<file path="src/logic/sarseq_params.svh">
// Constants of the successive-approximation converter sequencer: register indices,
// field positions, reset values and conversion time counts.
// Assumes a system clock equal to the converter clock, so times are counted in clock periods.
// Contract
// Writing one to the start bit launches conversion of the selected channel.
// The start bit clears itself once a conversion has been launched.
// Channel codes 0000 to 0101 select inputs zero to five; others reserved.
// Input control bit zero enables analog inputs, one disables them.
// On completion store result, set end flag and pulse interrupt together.
// Busy sets at start, clears at finish, and clears on stop or slow.
// Reading the result register clears the end-of-conversion flag.
// Restart before reading clears end flag but keeps old result until completion.
// Software must not restart while a conversion is running.
// Software changes the channel only while busy reads zero.
// Time codes 000,010..110 give 39,78,156,312,624,1248 clocks; 001,111 reserved.
// Software avoids time codes forbidden for its operating clock frequency.
// Ladder bit zero connects ladder only while converting, one connects always.
// Stop, slow or sleep resets both control registers and blocks their writes.
// Stop or slow aborts a conversion; no restart without a fresh start.
// Software writes one to control one bit 5 and zero to bit 6.
// Software writes zero to control two bit 0 and one to bit 4.
// Control two bits 7:6 and status bits other than flags read undefined.
// Entering stop or slow disconnects the analog reference.
// Software reads status before result, since result read clears the flag.
// Count selected clock periods from start, then complete; interrupt is one-cycle pulse.
`ifndef SARSEQ_PARAMS_SVH
`define SARSEQ_PARAMS_SVH

`define SARSEQ_IDX_CTRL1 6'h0E
`define SARSEQ_IDX_CTRL2 6'h0F
`define SARSEQ_IDX_RESULT 6'h20
`define SARSEQ_IDX_STATUS 6'h21

`define SARSEQ_CTRL1_RESET 8'h10
`define SARSEQ_CTRL2_RESET 8'h10
`define SARSEQ_RESULT_RESET 8'h00

`define SARSEQ_C1_START 7
`define SARSEQ_C1_FIX6 6
`define SARSEQ_C1_FIX5 5
`define SARSEQ_C1_DISABLE 4
`define SARSEQ_C2_LADDER 5
`define SARSEQ_C2_FIX4 4
`define SARSEQ_C2_TIME_HI 3
`define SARSEQ_C2_TIME_LO 1
`define SARSEQ_C2_FIX0 0
`define SARSEQ_ST_EOC 5
`define SARSEQ_ST_BUSY 4

`define SARSEQ_TIME_000 3'h0
`define SARSEQ_TIME_010 3'h2
`define SARSEQ_TIME_011 3'h3
`define SARSEQ_TIME_100 3'h4
`define SARSEQ_TIME_101 3'h5
`define SARSEQ_TIME_110 3'h6

`define SARSEQ_CYC_000 11'd39
`define SARSEQ_CYC_010 11'd78
`define SARSEQ_CYC_011 11'd156
`define SARSEQ_CYC_100 11'd312
`define SARSEQ_CYC_101 11'd624
`define SARSEQ_CYC_110 11'd1248

`define SARSEQ_TRIAL_CYC 4
`define SARSEQ_NUM_BITS 8

`endif

</file>
<file path="src/logic/sarseq_pkg.sv">
// Types shared by the converter sequencer files.
// Assumes the constants header is included by every user.
package sarseq_pkg;

	typedef enum logic [1:0] {
		SARSEQ_PWR_NORMAL,
		SARSEQ_PWR_STOP,
		SARSEQ_PWR_SLOW,
		SARSEQ_PWR_SLEEP
	} sarseq_power_t;

	typedef enum logic {
		SARSEQ_IDLE,
		SARSEQ_CONVERT
	} sarseq_state_t;

	typedef struct packed {
		logic [3:0] channel_select;
		logic analog_input_disable;
		logic ladder_connect;
		logic reference_connect;
		logic sample;
		logic [7:0] dac_code;
	} sarseq_analog_t;

endpackage

</file>
<file path="src/logic/sarseq_timer.sv">
// Conversion timer: counts the selected number of clock periods and paces the bit trials.
// Assumes start and abort come from the same clock domain; start is single-cycle, abort is a level held through stop or slow.
`timescale 1ns/1ps
`include "sarseq_params.svh"
module sarseq_timer #(
	parameter int TRIAL_CYC = `SARSEQ_TRIAL_CYC
) (
	input wire logic clk_i,
	input wire logic rst_i,
	input wire logic ce_i,
	input wire logic start_i,
	input wire logic abort_i,
	input wire logic [2:0] time_code_i,
	output logic step_o,
	output logic [2:0] step_bit_o,
	output logic done_o
);
	import sarseq_pkg::*;

	logic running;
	logic [10:0] elapsed;
	logic [10:0] limit;
	logic [7:0] trial_cnt;
	logic [3:0] bits_left;

	// Reserved codes fall back to the shortest time
	always_comb begin
		case (time_code_i)
			`SARSEQ_TIME_000: limit = `SARSEQ_CYC_000;
			`SARSEQ_TIME_010: limit = `SARSEQ_CYC_010;
			`SARSEQ_TIME_011: limit = `SARSEQ_CYC_011;
			`SARSEQ_TIME_100: limit = `SARSEQ_CYC_100;
			`SARSEQ_TIME_101: limit = `SARSEQ_CYC_101;
			`SARSEQ_TIME_110: limit = `SARSEQ_CYC_110;
			default: limit = `SARSEQ_CYC_000;
		endcase
	end

	always_ff @(posedge clk_i) begin
		if (rst_i) begin
			running <= 1'b0;
			elapsed <= 11'h000;
			done_o <= 1'b0;
		end else if (ce_i) begin
			done_o <= 1'b0;
			if (abort_i) begin
				running <= 1'b0;
			end else if (start_i) begin
				running <= 1'b1;
				elapsed <= 11'h001;
			end else if (running) begin
				if (elapsed == limit) begin
					running <= 1'b0;
					done_o <= 1'b1;
				end else begin
					elapsed <= elapsed + 11'h001;
				end
			end
		end
	end

	always_ff @(posedge clk_i) begin
		if (rst_i) begin
			trial_cnt <= 8'h00;
			bits_left <= 4'h0;
			step_o <= 1'b0;
			step_bit_o <= 3'h0;
		end else if (ce_i) begin
			step_o <= 1'b0;
			if (abort_i) begin
				bits_left <= 4'h0;
			end else if (start_i) begin
				bits_left <= 4'(`SARSEQ_NUM_BITS);
				trial_cnt <= 8'h01;
			end else if (bits_left != 4'h0) begin
				if (trial_cnt == 8'(TRIAL_CYC)) begin
					trial_cnt <= 8'h01;
					bits_left <= bits_left - 4'h1;
					step_o <= 1'b1;
					step_bit_o <= 3'(bits_left - 4'h1);
				end else begin
					trial_cnt <= trial_cnt + 8'h01;
				end
			end
		end
	end
endmodule

</file>
<file path="src/logic/sarseq_top.sv">
// Converter sequencer: control and status registers on classic Wishbone, the bit-trial
// loop that drives the DAC code, and the low-power reaction.
// Assumes an external comparator (asynchronous to clk_i) and a power mode input from the
// system controller on the same clock.
//
// Chosen here: the Wishbone interface to the registers.
`timescale 1ns/1ps
`include "sarseq_params.svh"
module sarseq_top #(
	parameter int TRIAL_CYC = `SARSEQ_TRIAL_CYC
) (
	input wire logic clk_i,
	input wire logic rst_i,
	input wire logic ce_i,
	input wire logic wb_cyc_i,
	input wire logic wb_stb_i,
	input wire logic wb_we_i,
	input wire logic [7:0] wb_adr_i,
	input wire logic [3:0] wb_sel_i,
	input wire logic [31:0] wb_dat_i,
	output logic [31:0] wb_dat_o,
	output logic wb_ack_o,
	input wire sarseq_pkg::sarseq_power_t power_mode_i,
	input wire logic comparator_i,
	output sarseq_pkg::sarseq_analog_t analog_o,
	output logic conversion_done_irq_o
);
	import sarseq_pkg::*;

	logic [7:0] conv_control_one;
	logic [7:0] conv_control_two;
	logic [7:0] conv_result;
	logic end_of_conversion_flag;
	logic converter_busy_flag;
	sarseq_state_t state;

	logic low_power;
	logic abort_mode;
	logic bus_req;
	logic bus_write;
	logic bus_read;
	logic [5:0] bus_index;
	logic addr_aligned;
	logic wr_ctrl1;
	logic wr_ctrl2;
	logic rd_result;
	logic launch;
	logic [31:0] next_rdata;

	logic comp_s1;
	logic comp_s2;
	logic comp_s3;
	logic comp_q;

	logic step;
	logic [2:0] step_bit;
	logic timer_done;
	logic [7:0] dac_code;
	logic sample;

	// Any mode but normal resets the control registers; only stop and slow abort a conversion
	assign low_power = (power_mode_i != SARSEQ_PWR_NORMAL);
	assign abort_mode = (power_mode_i == SARSEQ_PWR_STOP) || (power_mode_i == SARSEQ_PWR_SLOW);

	// Bus decode; the answer comes one cycle after the request is seen
	assign bus_req = wb_cyc_i && wb_stb_i && !wb_ack_o;
	assign bus_write = bus_req && wb_we_i;
	assign bus_read = bus_req && !wb_we_i;
	assign bus_index = wb_adr_i[7:2];
	assign addr_aligned = (wb_adr_i[1:0] == 2'h0);
	assign wr_ctrl1 = bus_write && addr_aligned && wb_sel_i[0] && (bus_index == `SARSEQ_IDX_CTRL1);
	assign wr_ctrl2 = bus_write && addr_aligned && wb_sel_i[0] && (bus_index == `SARSEQ_IDX_CTRL2);
	assign rd_result = bus_read && addr_aligned && (bus_index == `SARSEQ_IDX_RESULT);

	// A start request while converting is ignored; the running conversion is not disturbed
	assign launch = conv_control_one[`SARSEQ_C1_START] && (state == SARSEQ_IDLE) && !low_power;

	always_ff @(posedge clk_i) begin
		if (rst_i) begin
			wb_ack_o <= 1'b0;
		end else if (ce_i) begin
			wb_ack_o <= bus_req;
		end
	end

	// Read data is captured at the edge that takes the request and stands until the next read
	// Read mux; undefined and unstable bits are returned as zero
	always_comb begin
		next_rdata = 32'h0000_0000;
		if (addr_aligned) begin
			case (bus_index)
				`SARSEQ_IDX_CTRL1: next_rdata[7:0] = conv_control_one;
				`SARSEQ_IDX_CTRL2: next_rdata[5:0] = conv_control_two[5:0];
				`SARSEQ_IDX_RESULT: next_rdata[7:0] = conv_result;
				`SARSEQ_IDX_STATUS: begin
					next_rdata[`SARSEQ_ST_EOC] = end_of_conversion_flag;
					next_rdata[`SARSEQ_ST_BUSY] = converter_busy_flag;
				end
				default: next_rdata = 32'h0000_0000;
			endcase
		end
	end

	always_ff @(posedge clk_i) begin
		if (rst_i) begin
			wb_dat_o <= 32'h0000_0000;
		end else if (ce_i) begin
			if (bus_read) begin
				wb_dat_o <= next_rdata;
			end
		end
	end

	// Control register one; stored as written, fixed bits 6:5 are software's duty
	always_ff @(posedge clk_i) begin
		if (rst_i) begin
			conv_control_one <= `SARSEQ_CTRL1_RESET;
		end else if (ce_i) begin
			if (low_power) begin
				conv_control_one <= `SARSEQ_CTRL1_RESET;
			end else if (wr_ctrl1) begin
				conv_control_one <= wb_dat_i[7:0];
			end else if (launch) begin
				conv_control_one[`SARSEQ_C1_START] <= 1'b0;
			end else if (state == SARSEQ_CONVERT) begin
				conv_control_one[`SARSEQ_C1_START] <= 1'b0;
			end
		end
	end

	// Control register two; top two bits are not stored
	always_ff @(posedge clk_i) begin
		if (rst_i) begin
			conv_control_two <= `SARSEQ_CTRL2_RESET;
		end else if (ce_i) begin
			if (low_power) begin
				conv_control_two <= `SARSEQ_CTRL2_RESET;
			end else if (wr_ctrl2) begin
				conv_control_two <= {2'h0, wb_dat_i[5:0]};
			end
		end
	end

	// Sleep does not stop a running conversion, though it resets its time code and channel; only stop and slow return it to idle
	// Sequencer state
	always_ff @(posedge clk_i) begin
		if (rst_i) begin
			state <= SARSEQ_IDLE;
		end else if (ce_i) begin
			case (state)
				SARSEQ_IDLE: begin
					if (launch) begin
						state <= SARSEQ_CONVERT;
					end
				end
				SARSEQ_CONVERT: begin
					if (abort_mode) begin
						state <= SARSEQ_IDLE;
					end else if (timer_done) begin
						state <= SARSEQ_IDLE;
					end
				end
				default: state <= SARSEQ_IDLE;
			endcase
		end
	end

	// Busy flag; follows the state machine but drops at once on stop or slow
	always_ff @(posedge clk_i) begin
		if (rst_i) begin
			converter_busy_flag <= 1'b0;
		end else if (ce_i) begin
			if (abort_mode) begin
				converter_busy_flag <= 1'b0;
			end else if (launch) begin
				converter_busy_flag <= 1'b1;
			end else if (timer_done && state == SARSEQ_CONVERT) begin
				converter_busy_flag <= 1'b0;
			end
		end
	end

	// End-of-conversion flag; completion wins over a result read in the same cycle
	always_ff @(posedge clk_i) begin
		if (rst_i) begin
			end_of_conversion_flag <= 1'b0;
		end else if (ce_i) begin
			if (timer_done && state == SARSEQ_CONVERT && !abort_mode) begin
				end_of_conversion_flag <= 1'b1;
			end else if (launch) begin
				end_of_conversion_flag <= 1'b0;
			end else if (rd_result) begin
				end_of_conversion_flag <= 1'b0;
			end
		end
	end

	// Software sees the previous result until a new conversion completes or a stop or slow abort clears it
	// Result register; an abort leaves no trustworthy result, so it is cleared
	always_ff @(posedge clk_i) begin
		if (rst_i) begin
			conv_result <= `SARSEQ_RESULT_RESET;
		end else if (ce_i) begin
			if (abort_mode && state == SARSEQ_CONVERT) begin
				conv_result <= `SARSEQ_RESULT_RESET;
			end else if (timer_done && state == SARSEQ_CONVERT) begin
				conv_result <= dac_code;
			end
		end
	end

	// Completion interrupt, one cycle wide
	always_ff @(posedge clk_i) begin
		if (rst_i) begin
			conversion_done_irq_o <= 1'b0;
		end else if (ce_i) begin
			conversion_done_irq_o <= timer_done && (state == SARSEQ_CONVERT) && !abort_mode;
		end
	end

	// Comparator synchroniser; the level changes once stages two and three agree
	// Only stage two reads stage one, so a metastable first stage never reaches the trials
	always_ff @(posedge clk_i) begin
		if (rst_i) begin
			comp_s1 <= 1'b0;
			comp_s2 <= 1'b0;
			comp_s3 <= 1'b0;
			comp_q <= 1'b0;
		end else if (ce_i) begin
			comp_s1 <= comparator_i;
			comp_s2 <= comp_s1;
			comp_s3 <= comp_s2;
			if (comp_s2 == comp_s3) begin
				comp_q <= comp_s3;
			end
		end
	end

	// The timer restarts its count on launch and drops it in the same cycle as an abort
	sarseq_timer #(
		.TRIAL_CYC(TRIAL_CYC)
	) u_timer (
		.clk_i(clk_i),
		.rst_i(rst_i),
		.ce_i(ce_i),
		.start_i(launch),
		.abort_i(abort_mode),
		.time_code_i(conv_control_two[`SARSEQ_C2_TIME_HI:`SARSEQ_C2_TIME_LO]),
		.step_o(step),
		.step_bit_o(step_bit),
		.done_o(timer_done)
	);

	// Bit trials: keep the trial bit when the input is above the DAC, then try the next bit
	// Each bit is set high one trial before its own decision, so the code walks MSB first
	genvar b;
	generate
		for (b = 0; b < `SARSEQ_NUM_BITS; b++) begin : g_trial
			always_ff @(posedge clk_i) begin
				if (rst_i) begin
					dac_code[b] <= 1'b0;
				end else if (ce_i) begin
					if (launch) begin
						dac_code[b] <= (b == `SARSEQ_NUM_BITS - 1);
					end else if (step && state == SARSEQ_CONVERT) begin
						if (int'(step_bit) == b) begin
							dac_code[b] <= comp_q;
						end else if (int'(step_bit) == b + 1) begin
							dac_code[b] <= 1'b1;
						end
					end
				end
			end
		end
	endgenerate

	// Sample phase covers the first trial window
	always_ff @(posedge clk_i) begin
		if (rst_i) begin
			sample <= 1'b0;
		end else if (ce_i) begin
			if (launch) begin
				sample <= 1'b1;
			end else if (step || abort_mode || state == SARSEQ_IDLE) begin
				sample <= 1'b0;
			end
		end
	end

	// Analog side controls, all registered
	// The reference stays connected except in stop and slow, so no current flows while powered down
	always_ff @(posedge clk_i) begin
		if (rst_i) begin
			analog_o <= '0;
		end else if (ce_i) begin
			analog_o.channel_select <= conv_control_one[3:0];
			analog_o.analog_input_disable <= conv_control_one[`SARSEQ_C1_DISABLE];
			analog_o.ladder_connect <= !abort_mode && (conv_control_two[`SARSEQ_C2_LADDER]
				|| launch || state == SARSEQ_CONVERT);
			analog_o.reference_connect <= !abort_mode;
			analog_o.sample <= sample;
			analog_o.dac_code <= dac_code;
		end
	end
endmodule

</file>
<file path="config.mk">
export PLATFORM = sky130hd
export DESIGN_NAME = sarseq_top
export DESIGN_NICKNAME = d
export VERILOG_FILES = /design/src/logic/sarseq_pkg.sv /design/src/logic/sarseq_timer.sv /design/src/logic/sarseq_top.sv
export VERILOG_INCLUDE_DIRS = /design/src /design/src/logic
export SDC_FILE = /design/constraint.sdc
export NUM_CORES = 1
export LEC_CHECK = 0
export BUFFER_PORTS_ARGS = -buffer_cell sky130_fd_sc_hd__buf_2
export CORE_MARGIN = 5
export CORE_UTILIZATION = 35
export DETAILED_ROUTE_END_ITERATION = 10
export SYNTH_ARGS = -nofsm -noshare
export SYNTH_HDL_FRONTEND = slang
export SYNTH_SLANG_ARGS = --single-unit
</file>
<file path="constraint.sdc">
create_clock -name clk_i -period 2.1 [get_ports clk_i]
set_input_delay 0.21 -clock clk_i [delete_from_list [all_inputs] [get_ports clk_i]]
set_output_delay 0.21 -clock clk_i [all_outputs]
set_load 0.05 [all_outputs]
</file>
### Word-level counts from Yosys, hierarchy flattened

Index checks and enable logic that the tools add are counted.

* mux-type cells: 79
* order comparisons: 0
* reduce and logical (&&, ||, !) cells: 71
* add/sub/neg operators: 3
* bitwise logic cells: 3
* multipliers: 0
* shift operators: 0
* div/mod/pow operators: 0
* equal/unequal tests: 22

Operators with widths (number)
* $mux 1: 57
* $mux 8: 7
* $pmux 11 s5: 1
* $mux 11: 3
* $reduce_bool 3->1: 11
* $reduce_and 3->1: 10
* $eq 3x3->1 const B: 7
* $reduce_and 2->1: 9
* $reduce_bool 2->1: 9
* $logic_and 1x1->1: 17
* $mux 4: 4
* $eq 3x2->1 const B: 4
* $eq 6x4->1 const B: 2
* $eq 6x6->1 const B: 2
* $mux 6: 2
* $pmux 4 s3: 1
* $add 11x1->11 const B: 1
* $eq 11x11->1: 1
* $add 8x1->8 const B: 1
* $eq 8x3->1 const B: 1
* $pmux 2 s4: 1
* $reduce_bool 4->1: 2
* $mux 7: 1
* $logic_or 1x1->1: 5
* other kinds (14): 19

* register bits after elaboration: 117
* memory bits (writable): 0
* ROM bits: 0
* bits in latches: 0
* input bits: 53
* logic and storage cells: 214
* output and inout bits: 50
* memories: 0

### Logic depth before layout (Yosys ltp)

* depth after elaboration: 8
* depth in mapped cells: 9
* gate-level depth less buffers: 9

### Modules after synthesis

A second synthesis with hierarchy kept.

* cells, all modules: 549
* area total of the unflattened synthesis: 4667.0 um^2

Modules (own cells, without submodules)
* sarseq_top: seq. area each 1281.2 um^2, instances 1, area each 2906.5 um^2, cells each 318
* sarseq_timer: seq. area each 580.6 um^2, instances 1, area each 1760.4 um^2, cells each 231

### Worst setup path after synthesis

OpenSTA, ideal clock, no wires.

* path kind: register -> register
* start: reg wb_ack_o
* end: reg end_of_conversion_flag
* data arrival time: 1846 ps
* setup slack: 121 ps
* required time: 1968 ps
* cell stages (with the launch flop): 8
* buffers on the path: 1
* library setup time: 132 ps
* clock period less this slack: 1979 ps
* cells stage by stage: dfxtp_1 > nand4b_1 > or2_2 > clkbuf_1 > nor3_2 > and3_1 > nand3b_1 > a21oi_1

* word-level cells in the longest chain between the ends: 7

RTL lines
* start, declared: RTL line sarseq_top.sv:22 `output logic wb_ack_o,`
* start signal, assigned: RTL line sarseq_top.sv:82 `wb_ack_o <= bus_req;`
* $logic_not 1->1: RTL line sarseq_top.sv:66 `assign bus_req = wb_cyc_i && wb_stb_i && !wb_ack_o;`
* $logic_and 1x1->1: RTL line sarseq_top.sv:66
* $logic_and 1x1->1: RTL line sarseq_top.sv:68 `assign bus_read = bus_req && !wb_we_i;`
* $logic_and 1x1->1 (2 in series): RTL line sarseq_top.sv:73 `` assign rd_result = bus_read && addr_aligned && (bus_index == `SARSEQ_IDX_RESULT); ``
* $reduce_bool 3->1 (no line)
* $reduce_and 2->1 (no line)
* end signal, assigned: RTL line sarseq_top.sv:186 `end_of_conversion_flag <= 1'b0;`
* end signal, assigned: RTL line sarseq_top.sv:189 `end_of_conversion_flag <= 1'b1;`
* end signal, assigned: RTL line sarseq_top.sv:191 `end_of_conversion_flag <= 1'b0;`
* end, declared: RTL line sarseq_top.sv:33 `logic end_of_conversion_flag;`

No other way between the ends.
A chain may end at the register's enable or synchronous reset.

### Worst setup path in the final report

* start: reg wb_ack_o
* end: reg conv_control_one[6]

* word-level cells in the longest chain between the ends: 8

RTL lines
* $logic_not 1->1: RTL line sarseq_top.sv:66
* $logic_and 1x1->1: RTL line sarseq_top.sv:66
* $logic_and 1x1->1: RTL line sarseq_top.sv:67 `assign bus_write = bus_req && wb_we_i;`
* $logic_and 1x1->1 (3 in series): RTL line sarseq_top.sv:71 `` assign wr_ctrl1 = bus_write && addr_aligned && wb_sel_i[0] && (bus_index == `SARSEQ_IDX_CTRL1); ``
* $reduce_bool 2->1 (no line)
* $reduce_and 2->1 (no line)
* end signal, assigned: RTL line sarseq_top.sv:117 `` conv_control_one <= `SARSEQ_CTRL1_RESET; ``
* end signal, assigned: RTL line sarseq_top.sv:120 `` conv_control_one <= `SARSEQ_CTRL1_RESET; ``
* end signal, assigned: RTL line sarseq_top.sv:122 `conv_control_one <= wb_dat_i[7:0];`
* end, declared: RTL line sarseq_top.sv:30 `logic [7:0] conv_control_one;`

No other way between the ends.

==> results.rst <==
.. list-table::
   :header-rows: 1

   * - Metric
     - Value
   * - Run status
     - finished, final reports clean
   * - Die Footprint
     - 15,500 um^2
   * - Count of mapped cells out of synthesis
     - 556
   * - Highest net fanout along the worst path
     - 3
   * - Worst Path Arrival
     - 2.32 ns
   * - Classification of the worst-slack hold path
     - input pin to register
   * - Vias post-DR
     - 4,195
   * - Worst EP required
     - 2.38 ns
   * - Total of warnings raised by yosys
     - 0
   * - Final setup vio count
     - 0
   * - Critical Path Sink Type
     - register
   * - Pin count of the biggest net entering global routing
     - 36
   * - Detailed Place HPWL
     - 8.55 mm
   * - Distinct cell type count of the synthesized netlist
     - 64
   * - Die outline height
     - 124 um
   * - Dominant cells by area after synthesis
     - dfxtp_1 41%, nor2_1 7.9%, a22oi_1 4.6%
   * - Synth top area share
     - 40.7%
   * - Global-route wire length before repair
     - 19.7 mm
   * - Total power per unit cell area
     - 714 nW/um^2
   * - Average size of a mapped cell
     - 8.23 um^2
   * - Synth Flop Type
     - dfxtp_1
   * - Max VDD drop
     - 424 uV
   * - Floorplan die width
     - 124 um
   * - Reported max-cap violation count
     - 0
   * - Number of synthesized flops with an enable pin
     - 0
   * - Avg WL per Cell
     - 14.8 um
   * - Number of ports placed on the die boundary
     - 103
   * - Clock tree from TritonCTS
     - done
   * - Placer congestion estimate
     - 0.857
   * - Count of hold-fix buffers inserted at cts
     - 0
   * - Sink Count
     - 93
   * - GRT Residual Overflow
     - 0
   * - Top achievable clock speed
     - 490 MHz
   * - Proportion of layout cells with a drive suffix above 1
     - 20.7%
   * - Design area
     - 5510 um^2
   * - Kind of critical path
     - register to register
   * - Antenna Violating Nets Remaining
     - 0
   * - DR iter-0 viols
     - 359
   * - Inserted Clock Buffers
     - 9
   * - Placeable core region
     - 12,700 um^2
   * - Share of async-settable or async-resettable flops after synthesis
     - 0%
   * - Final non-filler cell total
     - 800
   * - Mapped cell area
     - 4580 um^2
   * - Core Rows
     - 41
   * - Clock transition time at the flip-flop clock pins of the worst setup and hold paths
     - 0.07 ns
   * - Area of placed instances
     - 5080 um^2
   * - Number of vias per cell after detailed routing
     - 5.24
   * - Measured slew at the worst slew-check pin
     - 0.646 ns
   * - Via count of the first global-routing pass
     - 4,001
   * - Number of buffer cells added on primary ports
     - 51
   * - Final period utilization
     - 97.1%
   * - Starting density of the core
     - 36.0%
   * - GR Util All Layers
     - 15.2%
   * - Final wirelength
     - 11.8 mm
   * - Synthesis-stage register bit count
     - 93
   * - Min Clock Period, post-route
     - 2.04 ns
   * - Max Root-Sink Buffers
     - 2
   * - Total inserted antenna cells
     - 0
   * - Fillers
     - 1,291
   * - Worst setup skew after layout
     - 0.0107 ns
   * - Max Slew Vio Count
     - 0
   * - Synth-to-layout area growth
     - 20.3%
   * - Final Hold Viols
     - 0
   * - H-Tree Depth
     - 3
   * - Commonest non-fill, non-tap cells in the layout
     - 96 x nor2_1, 89 x dfxtp_1, 51 x buf_2
   * - Most frequent standard cell in the layout excluding fill and tap cells
     - nor2_1
   * - DR DRC count
     - 0
   * - Total number of nets in the final design
     - 681
   * - Leading area contributor after synthesis
     - dfxtp_1
   * - Clk Latency, worst-skew pair
     - 0.34 ns
   * - Type of element launching the critical path
     - register
   * - Portion of the post-synthesis area used by sequential elements
     - 40.7%
   * - RSZ-0062 raised after global routing
     - true
   * - Leak pwr
     - 0.00217 uW
   * - Number of placed instances with taps included
     - 782
   * - Core occupancy in the finished layout
     - 43.3%
   * - Clock tree root buffer cell
     - clkbuf_16
   * - DR pass1 iterations
     - 5
   * - Headroom to the max-slew limit
     - 56.7%
   * - Antenna violations before repair
     - 0
[cell families after synthesis]
family,share of synthesized area [%]
AO/OA/AOI/OAI,19.8
XOR/XNOR,2.49
adder cells (fa/ha/maj),1.37
buffers and inverters,8.39
flip-flops,40.7
multiplexers,3.94
other,0.0819
AND/OR/NAND/NOR,23.3
[repair_timing]
item                       in CTS  in global routing
cloned                          0                  0
hold endpoints to repair        0                  0
setup endpoints to repair       4                 14
buffers inserted                0                  2
pin swaps                       0                 11
resized for setup               1                 17
[registers in the layout, summed over array words and instances, names as in the netlist]
| name | flops |
|---|---|
| analog_o | 16 |
| u_timer.elapsed | 11 |
| conv_control_one | 8 |
| conv_result | 8 |
| dac_code | 8 |
| u_timer.trial_cnt | 8 |
| wb_dat_o | 8 |
| conv_control_two | 6 |
| u_timer.bits_left | 4 |
| u_timer.step_bit_o | 3 |
| comp_q | 1 |
| comp_s1 | 1 |
| comp_s2 | 1 |
| comp_s3 | 1 |
| conversion_done_irq_o | 1 |
| converter_busy_flag | 1 |
| end_of_conversion_flag | 1 |
| sample | 1 |
| state | 1 |
| u_timer.done_o | 1 |
| u_timer.running | 1 |
| u_timer.step_o | 1 |
| wb_ack_o | 1 |
[area by class of cell]
type / instances / area, um^2 / area share (%)
Inverter: 16 / 60.1 / 1.09
Multi-Input combinational cell: 414 / 2470 / 44.9
Tap cell: 172 / 215 / 3.91
Clock inverter: 6 / 116 / 2.11
Clock buffer: 10 / 229 / 4.16
Timing Repair Buffer: 89 / 544 / 9.88
Sequential cell: 93 / 1870 / 33.9
[power by group]
group | switching, uW | internal [uW]
Combinational | 226 | 64.2
Sequential | 5.17 | 1770
Clock | 695 | 1170
Total | 925 | 3010
[cell usage after synthesis (5+ instances only)]
master    number
nand3b_1       6
nor2_1        96
mux2i_1       18
a22oi_1       28
nor2b_1        6
nor4_1         6
nand3_1       13
a31oi_1        8
ha_1           5
nor3b_1       11
inv_1         15
o21ai_0       23
xor2_1         8
a211oi_1       9
nand2b_1       7
nor3_1        11
buf_4         27
dfxtp_1       93
clkbuf_1      21
a21oi_1       40
and3_1         6
nand2_1       33
xnor2_1        5
[critical path, cell delays in order, from the launching register on]
cell      delay (ns)
dfxtp_1         0.32
nand4b_1        0.39
nor4_2          0.38
buf_4           0.19
nand2_1         0.09
nor3b_2         0.27
buf_4           0.17
a22oi_1         0.06
nor2_1          0.11
[stage by stage]
step                power, uW  setup WS, ns  hold slack, ns  TNS [ns]
floorplan                2060         0.121           0.354         0
global placement         2100        0.0114           0.442         0
detailed placement       2100       -0.0468           0.456    -0.119
CTS                      3980       0.00274           0.116         0
global route             4070       -0.0419           0.126    -0.203
finish                   3930        0.0605           0.120         0
[metal layers]
| layer | vias to the layer above | global-route usage [%] | share of wire [%] |
|---|---|---|---|
| li1 | 2056 | - | - |
| met1 | 1967 | 20.1 | 46 |
| met2 | 158 | 24.3 | 46 |
| met3 | 14 | 3.64 | 7.3 |
| met4 | 0 | 5.09 | 1.4 |
| met5 | - | 0 | 0 |
[path summary, 6_finish.rpt]
check	from	end	slack [ns]	cells past startpoint
worst max-delay path	wb_ack_o$_SDFFE_PP0P_	conv_control_one[6]$_SDFFE_PP0P_	0.06	8
worst max register to register	wb_ack_o$_SDFFE_PP0P_	conv_control_one[6]$_SDFFE_PP0P_	0.06	8
worst min register to register	wb_dat_o[6]$_SDFFE_PP0P_	wb_dat_o[6]$_SDFFE_PP0P_	0.47	2
worst min-delay path	wb_dat_i[7]	conv_control_one[7]$_SDFFE_PP0P_	0.12	3
No activity file was read; power rests on OpenSTA's default activity.
